## src/common/sar_adc_consts.vh

```
// constants for the converter sequencing and serial readout block
// assumes inclusion by bare name from the design files
`ifndef SAR_ADC_CONSTS_VH
`define SAR_ADC_CONSTS_VH
`define RESULT_BITS 16
`define DATA_BITS 14
`define BIT_CNT_W 5
`define ACQ_WAIT 3
`define ACQ_CNT_W 2
`define CAL_CYCLES 14000
`define CAL_CNT_W 16
`define FIFO_DEPTH 4
`define FIFO_ADDR_W 2
`define SYNC_WIDTH 8
`define TRIAL_MSB 16'h8000
`endif

```

## src/pin_sync.v

```verilog
// two-stage synchroniser for a group of pin levels
// assumes inputs are asynchronous to clk_in
`timescale 1ns/1ps
module pin_sync #(
   parameter WIDTH = 8
) (
   input wire clk_in,
   input wire reset_in,
   input wire [WIDTH-1:0] pins_in,
   output reg [WIDTH-1:0] sync_out
);
   reg [WIDTH-1:0] meta_q;

   // first stage feeds only the second stage
   always @(posedge clk_in) begin
      if (reset_in) begin
         meta_q <= {WIDTH{1'b0}};
         sync_out <= {WIDTH{1'b0}};
      end else begin
         meta_q <= pins_in;
         sync_out <= meta_q;
      end
   end
endmodule

```

## src/result_fifo.v

```verilog
// small first-in first-out store for conversion results
// assumes both sides on clk_in; depth is a power of two
`timescale 1ns/1ps
module result_fifo #(
   parameter WIDTH = 16,
   parameter DEPTH = 4,
   parameter ADDR_W = 2
) (
   input wire clk_in,
   input wire reset_in,
   input wire in_valid_in,
   output wire in_ready_out,
   input wire [WIDTH-1:0] in_data_in,
   output wire out_valid_out,
   input wire out_ready_in,
   output wire [WIDTH-1:0] out_data_out
);
   reg [WIDTH-1:0] mem_q [0:DEPTH-1];
   reg [ADDR_W:0] wr_q;
   reg [ADDR_W:0] rd_q;
   wire full;
   wire empty;
   wire push;
   wire pop;

   assign empty = (wr_q == rd_q);
   assign full = (wr_q[ADDR_W] != rd_q[ADDR_W]) && (wr_q[ADDR_W-1:0] == rd_q[ADDR_W-1:0]);
   assign in_ready_out = ~full;
   assign out_valid_out = ~empty;
   assign out_data_out = mem_q[rd_q[ADDR_W-1:0]];
   assign push = in_valid_in & ~full;
   assign pop = out_ready_in & ~empty;

   always @(posedge clk_in) begin
      if (push) begin
         mem_q[wr_q[ADDR_W-1:0]] <= in_data_in;
      end
   end

   always @(posedge clk_in) begin
      if (reset_in) begin
         wr_q <= {(ADDR_W+1){1'b0}};
         rd_q <= {(ADDR_W+1){1'b0}};
      end else begin
         if (push) begin
            wr_q <= wr_q + {{ADDR_W{1'b0}}, 1'b1};
         end
         if (pop) begin
            rd_q <= rd_q + {{ADDR_W{1'b0}}, 1'b1};
         end
      end
   end
endmodule

```

## src/sar_adc_serial_readout.v

```verilog
// conversion sequencing, calibration timing and serial result readout
// assumes all pin inputs asynchronous to clk_in, which is much faster than
// both the conversion clock and the readout clock
`timescale 1ns/1ps
`include "sar_adc_consts.vh"

// Contract
// - result leaves msb first, fourteen then two
// - serial output driven only while chip select low
// - done signal high exactly while bits shift; the code also holds it high through halt and calibration
// - start on falling clock after request, acquisition
// - conversion read bits change on falling clock
// - msb appears when select falls, before clocks
// - each readout clock fall advances one bit
// - fifteenth readout pulse shows final sub-lsb
// - pulses beyond sixteen bits shift out zeros
// - between-conversion output changes on readout falls only
// - falling done marks conversion end
// - new start right after minimum four-cycle acquisition
// - start after three idle cycles, else fourth
// - further convert requests ignored while converting
// - low reset pin halts, rise starts calibration
// - three-level pin selects bipolar, unipolar, shutdown
module sar_adc_serial_readout #(
   parameter [`CAL_CNT_W-1:0] CAL_CYCLES = `CAL_CYCLES,
   parameter DEPTH = `FIFO_DEPTH,
   parameter ADDR_W = `FIFO_ADDR_W
) (
   input wire clk_in,
   input wire reset_in,
   input wire convert_start_n_clk_in,
   input wire convert_start_n_in,
   input wire chip_select_n_in,
   input wire readout_clock_in,
   input wire reset_pin_n_in,
   input wire range_driven_in,
   input wire range_level_in,
   input wire comparator_in,
   output reg serial_data_out,
   output reg serial_data_oe_out,
   output reg conversion_done_n_out,
   output reg track_out,
   output reg [`RESULT_BITS-1:0] dac_trial_out,
   output reg bipolar_out,
   output reg shutdown_out,
   output reg calibrating_out
);
   localparam [1:0] ST_HALT = 2'b00;
   localparam [1:0] ST_CAL = 2'b01;
   localparam [1:0] ST_IDLE = 2'b10;
   localparam [1:0] ST_CONVERT_START_N = 2'b11;
   localparam [`BIT_CNT_W-1:0] LAST_BIT = `RESULT_BITS;
   localparam [`ACQ_CNT_W-1:0] ACQ_WAIT = `ACQ_WAIT;
   localparam [`CAL_CNT_W-1:0] CAL_LAST = CAL_CYCLES - {{(`CAL_CNT_W-1){1'b0}}, 1'b1};
   localparam [`RESULT_BITS-1:0] TRIAL_MSB = `TRIAL_MSB;

   wire [`SYNC_WIDTH-1:0] sync_bus;
   wire convert_start_n_clk_s;
   wire convert_start_n_s;
   wire chip_select_n_s;
   wire readout_clock_s;
   wire reset_pin_n_s;
   wire range_driven_s;
   wire range_level_s;
   wire comparator_s;

   reg [1:0] state_q;
   reg convert_start_n_clk_q;
   reg chip_select_n_q;
   reg readout_clock_q;
   reg [`ACQ_CNT_W-1:0] acq_q;
   reg [`CAL_CNT_W-1:0] cal_cnt_q;
   reg [`BIT_CNT_W-1:0] bit_cnt_q;
   reg [`RESULT_BITS-1:0] sar_q;
   reg convert_start_n_bit_q;
   reg pending_q;
   reg read_live_q;
   reg push_q;
   reg [`RESULT_BITS-1:0] shift_q;
   reg [`RESULT_BITS-1:0] last_q;
   reg [1:0] settle_q;

   wire convert_start_n_fall;
   wire cs_fall;
   wire readout_fall;
   wire converting;
   wire select_ok;
   wire fifo_in_ready;
   wire fifo_out_valid;
   wire [`RESULT_BITS-1:0] fifo_out_data;
   wire pop;
   wire start_ok;
   wire decided_bit;
   wire [`RESULT_BITS-1:0] bit_mask;
   wire [`RESULT_BITS-1:0] sar_next;
   wire [`BIT_CNT_W-1:0] bit_cnt_inc;
   reg serial_d;

   pin_sync #(
      .WIDTH(`SYNC_WIDTH)
   ) u_sync (
      .clk_in(clk_in),
      .reset_in(reset_in),
      .pins_in({convert_start_n_clk_in, convert_start_n_in, chip_select_n_in, readout_clock_in,
                reset_pin_n_in, range_driven_in, range_level_in, comparator_in}),
      .sync_out(sync_bus)
   );

   assign convert_start_n_clk_s = sync_bus[7];
   assign convert_start_n_s = sync_bus[6];
   assign chip_select_n_s = sync_bus[5];
   assign readout_clock_s = sync_bus[4];
   assign reset_pin_n_s = sync_bus[3];
   assign range_driven_s = sync_bus[2];
   assign range_level_s = sync_bus[1];
   assign comparator_s = sync_bus[0];

   // edges seen on the synchronised copies only
   assign convert_start_n_fall = convert_start_n_clk_q & ~convert_start_n_clk_s;
   assign readout_fall = readout_clock_q & ~readout_clock_s;
   // select is trusted only once the synchroniser has flushed its reset zeros
   assign select_ok = settle_q[1];
   assign cs_fall = select_ok & chip_select_n_q & ~chip_select_n_s;
   assign converting = (state_q == ST_CONVERT_START_N);

   // a low comparator means the trial weight fits, so the bit is set
   assign decided_bit = ~comparator_s;
   assign bit_mask = TRIAL_MSB >> bit_cnt_q;
   assign sar_next = decided_bit ? (sar_q | bit_mask) : sar_q;
   assign bit_cnt_inc = bit_cnt_q + {{(`BIT_CNT_W-1){1'b0}}, 1'b1};

   // a full store stalls new starts rather than drop an unread result
   assign start_ok = pending_q & fifo_in_ready & ~shutdown_out;

   // a between-conversion read takes the oldest unread result
   assign pop = cs_fall & ~converting & fifo_out_valid;

   result_fifo #(
      .WIDTH(`RESULT_BITS),
      .DEPTH(DEPTH),
      .ADDR_W(ADDR_W)
   ) u_fifo (
      .clk_in(clk_in),
      .reset_in(reset_in),
      .in_valid_in(push_q),
      .in_ready_out(fifo_in_ready),
      .in_data_in(sar_q),
      .out_valid_out(fifo_out_valid),
      .out_ready_in(pop),
      .out_data_out(fifo_out_data)
   );

   always @(posedge clk_in) begin
      if (reset_in) begin
         convert_start_n_clk_q <= 1'b0;
         chip_select_n_q <= 1'b1;
         readout_clock_q <= 1'b0;
      end else begin
         convert_start_n_clk_q <= convert_start_n_clk_s;
         chip_select_n_q <= select_ok ? chip_select_n_s : 1'b1;
         readout_clock_q <= readout_clock_s;
      end
   end

   // reset zeros in the synchroniser would otherwise look like a select fall
   // and switch the output on while select is still high
   always @(posedge clk_in) begin
      if (reset_in) begin
         settle_q <= 2'h0;
      end else begin
         settle_q <= {settle_q[0], 1'b1};
      end
   end

   always @(posedge clk_in) begin
      if (reset_in) begin
         bipolar_out <= 1'b1;
         shutdown_out <= 1'b0;
      end else begin
         bipolar_out <= ~range_driven_s;
         shutdown_out <= range_driven_s & ~range_level_s;
      end
   end

   // conversion request is a level synchronous to the conversion clock
   always @(posedge clk_in) begin
      if (reset_in) begin
         pending_q <= 1'b0;
      end else if (state_q == ST_IDLE) begin
         if (convert_start_n_fall && start_ok && acq_q == ACQ_WAIT) begin
            pending_q <= 1'b0;
         end else if (!convert_start_n_s) begin
            pending_q <= 1'b1;
         end
      end else begin
         pending_q <= 1'b0;
      end
   end

   always @(posedge clk_in) begin
      if (reset_in) begin
         state_q <= ST_HALT;
         acq_q <= {`ACQ_CNT_W{1'b0}};
         cal_cnt_q <= {`CAL_CNT_W{1'b0}};
         bit_cnt_q <= {`BIT_CNT_W{1'b0}};
         sar_q <= {`RESULT_BITS{1'b0}};
         convert_start_n_bit_q <= 1'b0;
         read_live_q <= 1'b0;
         push_q <= 1'b0;
         conversion_done_n_out <= 1'b1;
         track_out <= 1'b0;
         dac_trial_out <= {`RESULT_BITS{1'b0}};
         calibrating_out <= 1'b0;
      end else begin
         push_q <= 1'b0;
         if (chip_select_n_s) begin
            read_live_q <= 1'b0;
         end
         if (!reset_pin_n_s) begin
            // low reset pin holds the sequencer in halt until it rises; readout and range decode keep running
            state_q <= ST_HALT;
            conversion_done_n_out <= 1'b1;
            calibrating_out <= 1'b0;
            track_out <= 1'b0;
         end else begin
            case (state_q)
               ST_HALT: begin
                  state_q <= ST_CAL;
                  cal_cnt_q <= {`CAL_CNT_W{1'b0}};
                  calibrating_out <= 1'b1;
                  conversion_done_n_out <= 1'b1;
               end
               ST_CAL: begin
                  if (convert_start_n_fall) begin
                     if (cal_cnt_q == CAL_LAST) begin
                        state_q <= ST_IDLE;
                        calibrating_out <= 1'b0;
                        conversion_done_n_out <= 1'b0;
                        acq_q <= ACQ_WAIT;
                        track_out <= 1'b1;
                     end else begin
                        cal_cnt_q <= cal_cnt_q + {{(`CAL_CNT_W-1){1'b0}}, 1'b1};
                     end
                  end
               end
               ST_IDLE: begin
                  if (convert_start_n_fall) begin
                     // acquisition spans at least four conversion clocks, except the first start after calibration
                     if (start_ok && acq_q == ACQ_WAIT) begin
                        state_q <= ST_CONVERT_START_N;
                        bit_cnt_q <= {`BIT_CNT_W{1'b0}};
                        sar_q <= {`RESULT_BITS{1'b0}};
                        dac_trial_out <= TRIAL_MSB;
                        track_out <= 1'b0;
                        read_live_q <= ~chip_select_n_s;
                     end else if (acq_q != ACQ_WAIT) begin
                        acq_q <= acq_q + {{(`ACQ_CNT_W-1){1'b0}}, 1'b1};
                     end
                  end
               end
               ST_CONVERT_START_N: begin
                  if (convert_start_n_fall) begin
                     if (bit_cnt_q != LAST_BIT) begin
                        // one bit per falling edge, done held high meanwhile
                        conversion_done_n_out <= 1'b1;
                        convert_start_n_bit_q <= decided_bit;
                        sar_q <= sar_next;
                        dac_trial_out <= sar_next | (bit_mask >> 1);
                        bit_cnt_q <= bit_cnt_inc;
                     end else begin
                        state_q <= ST_IDLE;
                        conversion_done_n_out <= 1'b0;
                        acq_q <= {`ACQ_CNT_W{1'b0}};
                        track_out <= 1'b1;
                        dac_trial_out <= {`RESULT_BITS{1'b0}};
                        // a result already read live is not queued again
                        push_q <= ~read_live_q;
                     end
                  end
               end
               default: begin
                  state_q <= ST_HALT;
               end
            endcase
         end
      end
   end

   // between-conversion shifter; holds the last word if nothing is queued
   always @(posedge clk_in) begin
      if (reset_in) begin
         shift_q <= {`RESULT_BITS{1'b0}};
         last_q <= {`RESULT_BITS{1'b0}};
      end else if (!converting) begin
         if (cs_fall) begin
            if (fifo_out_valid) begin
               shift_q <= fifo_out_data;
               last_q <= fifo_out_data;
            end else begin
               shift_q <= last_q;
            end
         end else if (!chip_select_n_s && readout_fall) begin
            // zero fill makes extra pulses read as zero
            shift_q <= {shift_q[`RESULT_BITS-2:0], 1'b0};
         end
      end else if (read_live_q) begin
         // every bit already left live, so later readout pulses give zeros
         shift_q <= {`RESULT_BITS{1'b0}};
      end
   end

   always @* begin
      if (converting) begin
         serial_d = convert_start_n_bit_q;
      end else if (cs_fall) begin
         serial_d = fifo_out_valid ? fifo_out_data[`RESULT_BITS-1] : last_q[`RESULT_BITS-1];
      end else if (!chip_select_n_s && readout_fall) begin
         serial_d = shift_q[`RESULT_BITS-2];
      end else begin
         serial_d = shift_q[`RESULT_BITS-1];
      end
   end

   // output lags select by the synchroniser, not a combinational path
   always @(posedge clk_in) begin
      if (reset_in) begin
         serial_data_out <= 1'b0;
         serial_data_oe_out <= 1'b0;
      end else begin
         serial_data_out <= serial_d;
         // kept off until the select synchroniser holds a real pin level
         serial_data_oe_out <= select_ok & ~chip_select_n_s;
      end
   end
endmodule

```

## config.mk

```make
export PLATFORM = sky130hd
export DESIGN_NAME = sar_adc_serial_readout
export DESIGN_NICKNAME = d
export VERILOG_FILES = /design/src/pin_sync.v /design/src/result_fifo.v /design/src/sar_adc_serial_readout.v
export VERILOG_INCLUDE_DIRS = /design/src /design/src/common
export SDC_FILE = /design/constraint.sdc
export NUM_CORES = 1
export LEC_CHECK = 0
export BUFFER_PORTS_ARGS = -buffer_cell sky130_fd_sc_hd__buf_2
export CAP_MARGIN = 10
export CORE_ASPECT_RATIO = 1.25
export CORE_MARGIN = 3
export CORE_UTILIZATION = 30
export CTS_CLUSTER_DIAMETER = 50
export CTS_CLUSTER_SIZE = 12
export DETAILED_ROUTE_END_ITERATION = 10
export MAX_ROUTING_LAYER = met4
export PLACE_DENSITY = 0.52
export SLEW_MARGIN = 15
export SYNTH_ARGS = -nofsm -noshare
export SYNTH_HDL_FRONTEND = slang
export SYNTH_SLANG_ARGS = --single-unit
```

## constraint.sdc

```tcl
create_clock -name clk_in -period 5.9 [get_ports clk_in]
set_input_delay 0.295 -clock clk_in [delete_from_list [all_inputs] [get_ports clk_in]]
set_output_delay 0.295 -clock clk_in [all_outputs]
set_load 0.02 [all_outputs]
```

### After elaboration in Yosys (flattened, before gate mapping)

Memories as Yosys holds them, arrays and structs flattened. A register that Yosys moved wholly into a read port is not among the register bits.
Cells that the tools add are included.

| storage, ports and cells | value |
|---|---|
| RAM bits | 64 |
| bits of input ports | 10 |
| word-level logic and storage cells | 178 |
| memories kept | 1 |
| output and inout bits | 23 |
| register bits | 127 |

| cells by class | value |
|---|---|
| reduce and logical (&&, ||, !) cells | 27 |
| shift operators | 1 |
| muxes and demuxes | 66 |
| equality and inequality tests | 21 |
| $add $sub $neg | 5 |
| bitwise gates (word level) | 29 |

Memories:

| name | depth | width | read ports | clocked after memory_dff | wr ports | line | source |
|---|---|---|---|---|---|---|---|
| u_fifo.mem_q | 4 | 16 | 1 | 1 | 1 | result_fifo.v:18 | `reg [WIDTH-1:0] mem_q [0:DEPTH-1];` |

Operators by type and width:

| cell | count |
|---|---|
| 16-bit two-way mux | 16 |
| 16-bit one-hot mux with 2 select lines | 3 |
| 2-bit two-way mux | 15 |
| 1-bit two-way mux | 22 |
| 5-bit two-way mux | 4 |
| 2-bit inequality test (second input constant) | 9 |
| 16-bit by 1-bit adder with 16-bit output (second input constant) | 1 |
| 16-bit by 14-bit equality test with 1-bit output (second input constant) | 1 |
| 16-bit by 15-bit bitwise OR with 16-bit output | 1 |
| 16-bit bitwise OR | 1 |
| 16-bit by 5-bit >> shifter with 16-bit output (first input constant) | 1 |
| 1-bit NOT | 15 |
| 1-bit bitwise AND | 12 |
| 4-bit AND reduction | 3 |
| 6-bit AND reduction | 2 |
| 5-bit one-hot mux with 2 select lines | 1 |
| 9-bit AND reduction | 1 |
| 3-bit nonzero test | 3 |
| 2-bit one-hot mux with 4 select lines | 1 |
| 7-bit AND reduction | 1 |
| 3-bit by 1-bit adder with 3-bit output (second input constant) | 2 |
| 2-bit equality test (second input constant) | 3 |
| 2-bit by 1-bit inequality test with 1-bit output (second input constant) | 3 |
| 1-bit one-hot mux with 3 select lines | 2 |
| 19 further kinds | 26 |

### Depth between registers and ports, before layout

Gate-level depths: netlist of run 1.

| depth | value |
|---|---|
| word-level depth | 10 |
| gate-level depth with buffers | 8 |
| depth with buffers taken out | 7 |

### Cells and area by module

A second synthesis of run 1 with hierarchy kept.

| unflattened totals | value |
|---|---|
| cells, all modules | 760 |
| area total of the unflattened synthesis | 8298.0 µm² |

Modules (own cells, without submodules):

| module | cells each | area an instance (µm²) | seq. area each (µm²) | instances |
|---|---|---|---|---|
| sar_adc_serial_readout | 573 | 4959.8 | 2102.0 | 1 |
| result_fifo | 154 | 2874.0 | 2082.0 | 1 |
| pin_sync | 33 | 464.2 | 320.3 | 1 |

### Least setup slack after synthesis of run 1

No wires, ideal clock.

| path | value |
|---|---|
| path type | reg-to-reg |
| start point | register bit_cnt_q[0] |
| end point | register bit_cnt_q[2] |
| cell stages (with the launch flop) | 9 |
| data arrival time | 1.773 ns |
| buffers on the path | 1 |
| library setup time | 0.070 ns |
| path slack | 4.056 ns |
| path through | dfxtp_1 inv_1 ha_1 nand4bb_1 clkbuf_1 nor2_1 a211o_1 or3_1 a21oi_1 |

| on the way | value |
|---|---|
| longest elaborated chain between the ends | 4 |

RTL lines:

| what | line | source |
|---|---|---|
| start, declared | sar_adc_serial_readout.v:73 | `` reg [`BIT_CNT_W-1:0] bit_cnt_q; `` |
| start signal, assigned | sar_adc_serial_readout.v:205 | `` bit_cnt_q <= {`BIT_CNT_W{1'b0}}; `` |
| start signal, assigned | sar_adc_serial_readout.v:251 | `` bit_cnt_q <= {`BIT_CNT_W{1'b0}}; `` |
| start signal, assigned | sar_adc_serial_readout.v:269 | `bit_cnt_q <= bit_cnt_inc;` |
| 5-bit by 1-bit adder with 5-bit output | sar_adc_serial_readout.v:130 | `` assign bit_cnt_inc = bit_cnt_q + {{(`BIT_CNT_W-1){1'b0}}, 1'b1}; `` |
| 5-bit two-way mux | sar_adc_serial_readout.v:263 | `if (bit_cnt_q != LAST_BIT) begin` |
| 5-bit two-way mux | sar_adc_serial_readout.v:262 | `if (convert_start_n_fall) begin` |
| 5-bit one-hot mux with 2 select lines | sar_adc_serial_readout.v:226 | `case (state_q)` |

Parallel ways exist; a longest one is shown, timed or not. The select of a mux whose other input is x is not followed.
A chain may end at the register's enable or synchronous reset.

### Worst setup path after layout of run 1

| path | value |
|---|---|
| start point | register state_q[0] |
| end point | register shift_q[14] |

| on the way | value |
|---|---|
| longest elaborated chain between the ends | 3 |

RTL lines:

| what | line | source |
|---|---|---|
| start, declared | sar_adc_serial_readout.v:67 | `reg [1:0] state_q;` |
| start signal, assigned | sar_adc_serial_readout.v:202 | `state_q <= ST_HALT;` |
| start signal, assigned | sar_adc_serial_readout.v:221 | `state_q <= ST_HALT;` |
| start signal, assigned | sar_adc_serial_readout.v:228 | `state_q <= ST_CAL;` |
| 2-bit equality test * | sar_adc_serial_readout.v:124 | `assign converting = (state_q == ST_CONVERT_START_N);` |
| 2-bit inequality test (no source line) or 3-bit nonzero test (tied branches) | -- |  |
| 2-bit AND reduction (no source line) | -- |  |
| end signal, assigned | sar_adc_serial_readout.v:292 | `` shift_q <= {`RESULT_BITS{1'b0}}; `` |
| end signal, assigned | sar_adc_serial_readout.v:297 | `shift_q <= fifo_out_data;` |
| end signal, assigned | sar_adc_serial_readout.v:300 | `shift_q <= last_q;` |
| end, declared | sar_adc_serial_readout.v:79 | `` reg [`RESULT_BITS-1:0] shift_q; `` |

Mark *: on every way between the ends. The rest lies on a longest branch, timed or not.

==> flow_summary.ini, run 1 <==
[synth]
synth-seq-cells = 193
seq_area_frac_synth_pct = 59.4
yosys_warnings = 0
synthesis.instances = 651
synth_enable_flop_cells = 64
yosys.cell_types.count = 52
synth_area_sq_um = 7580
synthArstFlopShare_pct = 0
synth_top_flop_cell = dfxtp_1
syn_area_per_cell_sq_um = 11.6
syn_nets = 674

[cts]
path_clk_slew_ns = 0.07
ctsHtreeMaxLevel = 4
clock_path_buffers = 2
hold_buffers = 0
cts_num_sinks = 193
cts_setup_buffers = 0
cts_root_buffer = clkbuf_16
insertion_delay_ns = 0.43
cts_resized = 0
cts_made_buffers = 17
cts_tree = done

[critical_path]
reg2reg_from = state_q[0]
crit_type = register to register
worst_r2r_path_depth = 5
cp-start-kind = register
end_kind = register
cp_max_fo = 21
r2r_end = shift_q[14]
required_ns = 6.25
cp.arrival_ns = 2.91
regToRegSetupSlack_ns = 3.34

[floorplan]
die_w_um = 148
die_h_um = 184
die-area_sq_um = 27200
io_pins = 33
core_area_sq_um = 24700
rows = 64
initial_core_util_pct = 30.7

[route]
wl_per_cell_um = 16.3
ant_nets = 0
route.detailed.drc = 0
first_iter_violations = 271
avgViaCountPerCell = 4.86
dr.pass1.iters = 4
via_count = 4933
wl_mm = 16.5

[finish]
diodes = 0
synthToLayoutAreaGrowth_pct = 13.8
nets = 694
stdcell_area_sq_um = 8630
drive_above_1_share_pct = 13.3

[min_path]
hold_depth = 2
holdCritStartpoint = readout_clock_in
hold_path.class = input port to register
whs_endpoint = u_sync.meta_q[4]

[global_route]
grt_max_degree = 58
grt_use_total_pct = 13.0
overflow = 0
antenna_found_initial = 0
grt_pass1_vias = 4945
grt_pass1_wl_mm = 26.9

[timing]
max_slew_margin_pct = 24.5
finalCritPeriodShare_pct = 43.4
fmax_mhz = 391
tns_ns = 0
period_needed_ns = 2.56
final_hold_viol_count = 0
timing_max_transition_violations_final = 0
worst_pin_slew_ns = 1.13
clock_skew_ns = 0.00670
whs_ns = 0.0762
setup-violations-final = 0
rsz0062_at_grt = no

[job]
drv_cap = 0

[power]
leakage_uw = 0.00289
powerDensity_nw_per_um2 = 300
total_power_uw = 2590
peakVddDrop_mv = 0.194

[place]
numPortBuffers = 32
post_dp_cell_area_sq_um = 8050
gp_congestion = 0.816
place_hpwl_mm = 11.3

[status]
status = finished, final reports clean
[area by class of cell]
type                       count  area, sq um
clock inverter                12          135
inverter                      14         52.6
clock buffer                  20          447
sequential                   193         4500
fill                        2513        16000
timing repair buffer          36          190
multi-input combinational    409         2890
tap                          330          413
[layer usage]
layer,global-route usage (%),part of all wire [%]
met1,15.1,44
met2,22.3,52
met3,2.93,2.3
met4,4.03,1.8
met5,-,0
[synth_stat cells (all sizes together), types with 3 or more instances]
cell type / number / share of area, %
and3: 5 / 0.41
edfxtp: 64 / 25
nand2b: 8 / 0.66
ha: 13 / 2.1
mux2i: 19 / 2.5
nor2b: 27 / 2.2
clkbuf: 26 / 1.3
nand3: 12 / 0.79
and4: 3 / 0.35
and2: 10 / 0.83
nor3: 6 / 0.40
xnor2: 12 / 1.4
xor2: 7 / 0.81
a21o: 4 / 0.40
nor2: 67 / 3.3
o21ai: 31 / 2.0
a21oi: 35 / 2.3
or3: 4 / 0.33
o2bb2ai: 15 / 1.7
a211oi: 19 / 1.9
mux4: 16 / 4.8
a32oi: 14 / 1.6
a31oi: 21 / 1.7
dfxtp: 129 / 34
nor3b: 3 / 0.30
or2: 3 / 0.25
nand2: 22 / 1.1
buf: 9 / 0.56
inv: 14 / 0.69
nand4: 9 / 0.74
[critical path, cell delays in order, from the launching register on]
cell      delay [ns]
dfxtp_1         0.78
and2_1          0.46
a211oi_1        0.11
a21oi_1         0.81
a32oi_1         0.22
o21ai_0         0.11
[where the power goes]
group / internal, uW / switching, uW
Combinational: 20.4 / 41.6
Clock: 639 / 500
Sequential: 1380 / 10.1
[per-stage QoR]
step                      std cells  worst slack (ns)  util (%)
final                          1014              3.34      35.0
after global routing           1014              3.11      35.0
after CTS                      1014              3.37      35.0
after detailed placement        982              3.17      32.6
after global placement          982              3.17      32.6
after floorplan                 651              4.06         -
[state kept, by name (all words and copies together), names as in the netlist, 2 cells and up, named ones only]
register / flops
u_sync.sync_out: 8
sar_q: 16
shift_q: 16
u_fifo.rd_q: 3
settle_q: 2
state_q: 2
last_q: 16
dac_trial_out: 16
u_fifo.wr_q: 3
u_fifo.mem_q: 64
u_sync.meta_q: 8
bit_cnt_q: 5
acq_q: 2
cal_cnt_q: 16
[layout by cell type, fill, tap and decap left out, drive strengths merged, types with 3 or more instances in the layout]
cell     Yosys  layout
nor3b        3       3
mux2i       19      19
mux4        16      16
nand2       22      22
nor2        67      67
edfxtp      64      64
and4         3       3
nand4        9       9
a31oi       21      21
clkinv       0       5
ha          13      13
xor2         7       7
nand2b       8       8
o2bb2ai     15      15
inv         14      17
clkbuf      26      20
a32oi       14      14
buf          9      36
a211oi      19      19
nor3         6       6
xnor2       12      12
and3         5       5
nor2b       27      27
or3          4       4
nand3       12      12
o21ai       31      31
dfxtp      129     129
a21oi       35      35
a21o         4       4
and2        10      10
or2          3       3
[worst max-delay path by stage]
| stage | slack (ns) | endpoint | startpoint | depth (start not counted) |
|---|---|---|---|---|
| 5_1_grt | 3.11 | shift_q[10] | state_q[0] | 5 |
| 3_5_place_dp | 3.17 | dac_trial_out[8] | reset_in | 7 |
| 6_report | 3.34 | shift_q[14] | state_q[0] | 5 |
| 2_1_floorplan | 4.06 | bit_cnt_q[2] | bit_cnt_q[0] | 8 |
| 4_1_cts | 3.37 | shift_q[3] | state_q[0] | 5 |
| 3_3_place_gp | 3.17 | dac_trial_out[11] | reset_in | 7 |
[logic make-up after synthesis]
group                    Yosys count  synth area share, %
adder cells (fa/ha/maj)           13                 2.15
AND/OR/NAND/NOR                  187                 12.5
flip-flops                       193                 59.4
AO/OA/AOI/OAI                    155                 13.9
buffers and inverters             49                 2.54
multiplexers                      35                 7.26
XOR/XNOR                          19                 2.20
Power figures use the tool's default switching activity.
==> run 2: changes to the inputs <==
==> constraint.sdc (replaced) <==
create_clock -name clk_in -period 2.63 [get_ports clk_in]
set_input_delay 0.1315 -clock clk_in [delete_from_list [all_inputs] [get_ports clk_in]]
set_output_delay 0.1315 -clock clk_in [all_outputs]
set_load 0.02 [all_outputs]
==> flow_summary.ini, run 2 (same netlist as run 1, synthesis figures left out) <==
[route]
route.detailed.drc = 0
ant_nets = 0
via_count = 4976
dr.pass1.iters = 4
first_iter_violations = 303
wl_mm = 15.9
wl_per_cell_um = 15.4
avgViaCountPerCell = 4.79

[floorplan]
core_area_sq_um = 24700
rows = 64
initial_core_util_pct = 30.7
die-area_sq_um = 27200
io_pins = 33
die_w_um = 148
die_h_um = 184

[cts]
cts_num_sinks = 193
cts_made_buffers = 17
cts_tree = done
clock_path_buffers = 2
path_clk_slew_ns = 0.07
ctsHtreeMaxLevel = 4
insertion_delay_ns = 0.43
cts_resized = 0
cts_root_buffer = clkbuf_16

[power]
leakage_uw = 0.00300
powerDensity_nw_per_um2 = 645
total_power_uw = 5680
peakVddDrop_mv = 0.345

[global_route]
grt_use_total_pct = 12.8
overflow = 0
grt_pass1_wl_mm = 26.8
grt_max_degree = 32
antenna_found_initial = 0
grt_pass1_vias = 5041

[timing]
fin_ws_ns = 0.447
final_hold_viol_count = 0
finalCritPeriodShare_pct = 83.0
whs_ns = 0.167
timing_max_transition_violations_final = 0
max_slew_margin_pct = 28.8
fmax_mhz = 458
rsz0062_at_grt = no
setup-violations-final = 0
period_needed_ns = 2.18
worst_pin_slew_ns = 1.07
tns_ns = 0
clock_skew_ns = 0.00661

[critical_path]
cp.arrival_ns = 2.55
cp-start-kind = register
cp_max_fo = 8
end_kind = register
required_ns = 3.00
crit_type = register to register

[finish]
multiInputGateArea_sq_um = 2890
diodes = 0
drive_above_1_share_pct = 15.4
ff_latch_area_sq_um = 4500
layout_commonest_cell = dfxtp_1
largest_reg_flops = 64
nets = 718
final_cell_mix = dfxtp_1, nor2_1, edfxtp_1
fill_cells = 2534
synthToLayoutAreaGrowth_pct = 16.1

[place]
gp_congestion = 0.841
pre_cts_ws_ns = 0.437
place_hpwl_mm = 11.2
numPortBuffers = 32

[status]
status = finished, final reports clean

[job]
drv_cap = 0

[min_path]
hold_path.class = input port to register
run 2: final timing paths:
path / end / start / cells past startpoint / slack [ns]
hold / removal: u_sync.sync_out[7] / reset_in / 2 / 0.17
setup / recovery: acq_q[1] / bit_cnt_q[0] / 7 / 0.45
setup reg to reg: acq_q[1] / bit_cnt_q[0] / 7 / 0.45
hold reg to reg: shutdown_out / u_sync.sync_out[1] / 1 / 0.39
run 2: power by group:
part / total [uW] / leakage, uW / internal [uW] / switching [uW]
Clock: 2400 / 0.000274 / 1240 / 1160
Combinational: 152 / 0.00109 / 56.9 / 95.6
Sequential: 3120 / 0.00164 / 3100 / 22.0
run 2: metrics by stage:
step,utilization [%],std cells,instance area [sq um]
CTS,35.7,1038,8800
global placement,33.1,998,8170
global route,35.7,1038,8800
finish,35.7,1038,8800
floorplan,-,651,7580
detailed placement,33.1,998,8170
run 2: final cells by class:
cell class | instances | area share, %
sequential | 193 | 51.2
multi-input combinational | 409 | 32.8
clock buffer | 17 | 4.83
tap | 330 | 4.69
timing repair buffer | 60 | 4.44
clock inverter | 15 | 1.44
inverter | 14 | 0.597
run 2: timing repair:
item,4_1_cts,5_1_grt
endpoints found under the hold margin,8,0
setup buffers,0,0
endpoints found under the setup margin,0,0
hold buffers,8,0
run 2: critical path, stage by stage, from the launching register on:
cell,delay (ns)
dfxtp_1,0.35
inv_1,0.13
ha_1,0.32
nand4bb_1,0.34
o21ai_0,0.26
a22oi_1,0.18
or3_1,0.39
a21oi_1,0.13
run 2: layer usage:
| layer | global-route usage, % | wire, um | vias to the layer above |
|---|---|---|---|
| met5 | - | 0 | - |
| met4 | 4.70 | 280 | 0 |
| met3 | 2.59 | 425 | 24 |
| met2 | 21.5 | 8130 | 66 |
| met1 | 15.2 | 7110 | 2392 |
| li1 | - | - | 2494 |
==> run 3: changes to the inputs <==
--- a/config.mk
+++ b/config.mk
@@ -15,7 +15,7 @@
 export CTS_CLUSTER_SIZE = 12
 export DETAILED_ROUTE_END_ITERATION = 10
 export MAX_ROUTING_LAYER = met4
-export PLACE_DENSITY = 0.52
+export PLACE_DENSITY = 0.53
 export SLEW_MARGIN = 15
 export SYNTH_ARGS = -nofsm -noshare
 export SYNTH_HDL_FRONTEND = slang
==> constraint.sdc (replaced) <==
create_clock -name clk_in -period 2 [get_ports clk_in]
set_input_delay 0.1 -clock clk_in [delete_from_list [all_inputs] [get_ports clk_in]]
set_output_delay 0.1 -clock clk_in [all_outputs]
set_load 0.02 [all_outputs]
==> flow_summary.ini, run 3 (same netlist as run 1, synthesis figures left out) <==
[status]
status = finished, final reports clean

[route]
avgViaCountPerCell = 4.79
wl_mm = 16.3
dr.pass1.iters = 4
first_iter_violations = 333
route.detailed.drc = 0
via_count = 5091
ant_nets = 0
wl_per_cell_um = 15.4

[min_path]
hold_path.class = register to register

[timing]
final_hold_viol_count = 0
setup-violations-final = 0
fmax_mhz = 520
timing_max_transition_violations_final = 0
period_needed_ns = 1.92
max_slew_margin_pct = 55.6
clock_skew_ns = 0.0123
whs_ns = 0.385
tns_ns = 0
finalCritPeriodShare_pct = 96.2
worst_pin_slew_ns = 0.665

[cts]
cts_num_sinks = 193
cts_root_buffer = clkbuf_16
ctsHtreeMaxLevel = 4
path_clk_slew_ns = 0.07
clock_path_buffers = 2
cts_tree = done
insertion_delay_ns = 0.43
cts_made_buffers = 17
cts_setup_buffers = 0

[place]
post_dp_cell_area_sq_um = 8420
place_hpwl_mm = 11.5
numPortBuffers = 32
gp_congestion = 0.886
place_inst = 1021

[finish]
largest_reg_flops = 64
ff_latch_area_sq_um = 4510
layout_commonest_cell = dfxtp_1
fill_cells = 2534
nets = 742
stdcell_area_sq_um = 9110
drive_above_1_share_pct = 18.7
diodes = 0
multiInputGateArea_sq_um = 2910
fin_cells = 1062
synthToLayoutAreaGrowth_pct = 20.1
final_cell_mix = dfxtp_1, nor2_1, edfxtp_1

[power]
p_seq_share_pct = 53.9
leakage_uw = 0.00315
total_power_uw = 7600
power_frac_comb_pct = 2.8
powerDensity_nw_per_um2 = 835
p_int_uw = 5910
peakVddDrop_mv = 0.510
netSwitchingFraction_pct = 22.2
switchingPower_uw = 1690
power_frac_clock_pct = 43.3

[critical_path]
critical-path-top-delay-family = compound AO/OA/AOI/OAI gates
cpPeakStageDelay_ns = 0.42
cp_max_fo = 5
critPathBufInv = 1
cp-start-kind = register
cp.arrival_ns = 2.29
crit_type = register to register
cp_slowest_cell = a311o_2
required_ns = 2.36
cp_cell_sequence = xnor2_1, a311o_2, buf_4, a211o_1, or3_1, a21oi_2
end_kind = register

[floorplan]
die_w_um = 148
initial_core_util_pct = 30.7
die_h_um = 184
io_pins = 33
rows = 64
die-area_sq_um = 27200
core_area_sq_um = 24700

[job]
drv_cap = 0

[global_route]
grt_use_total_pct = 13.1
grt_pass1_vias = 5145
antenna_found_initial = 0
grt_max_degree = 31
overflow = 0
grt_pass1_wl_mm = 27.3
[run 3: power groups by stage]
stage / clock [uW] / combinational (uW) / sequential, uW
finish: 3290 / 213 / 4100
global route: 3570 / 244 / 4100
detailed placement: 0 / 201 / 4190
floorplan: 0 / 136 / 4180
global placement: 0 / 199 / 4190
CTS: 3400 / 216 / 4100
[run 3: what timing repair did]
action | 4_1_cts | 5_1_grt
endpoints found under the setup margin | 18 | 34
pin swaps | 0 | 3
hold endpoints to repair | 10 | 0
hold buffers | 9 | 0
resized for setup | 2 | 6
[run 3: worst paths after layout]
path	startpoint	to	slack [ns]	depth (start not counted)
setup / recovery	u_fifo.rd_q[0]	bit_cnt_q[2]	0.08	6
hold / removal	u_sync.sync_out[1]	shutdown_out	0.38	1
setup reg to reg	u_fifo.rd_q[0]	bit_cnt_q[2]	0.08	6
hold reg to reg	u_sync.sync_out[1]	shutdown_out	0.38	1
[run 3: final cells by class]
type	count	area share, %
clock buffer	17	4.67
timing repair buffer	84	7.16
clock inverter	15	1.65
sequential	193	49.5
inverter	14	0.577
tap	330	4.53
multi-input combinational	409	31.9
[run 3: metrics by stage]
step	utilization [%]	setup WS (ns)
after global placement	34.1	-0.0303
after detailed placement	34.1	-0.0532
after CTS	36.8	0.0234
after floorplan	-	0.156
final	36.9	0.0753
after global routing	36.9	-0.0139
[run 3: per-layer routing]
layer	vias to the layer above	GRT usage, %	wire [um]
li1	2551	-	-
met1	2452	16.0	7320
met2	66	21.4	8250
met3	22	2.52	381
met4	0	5.29	350
met5	-	-	0
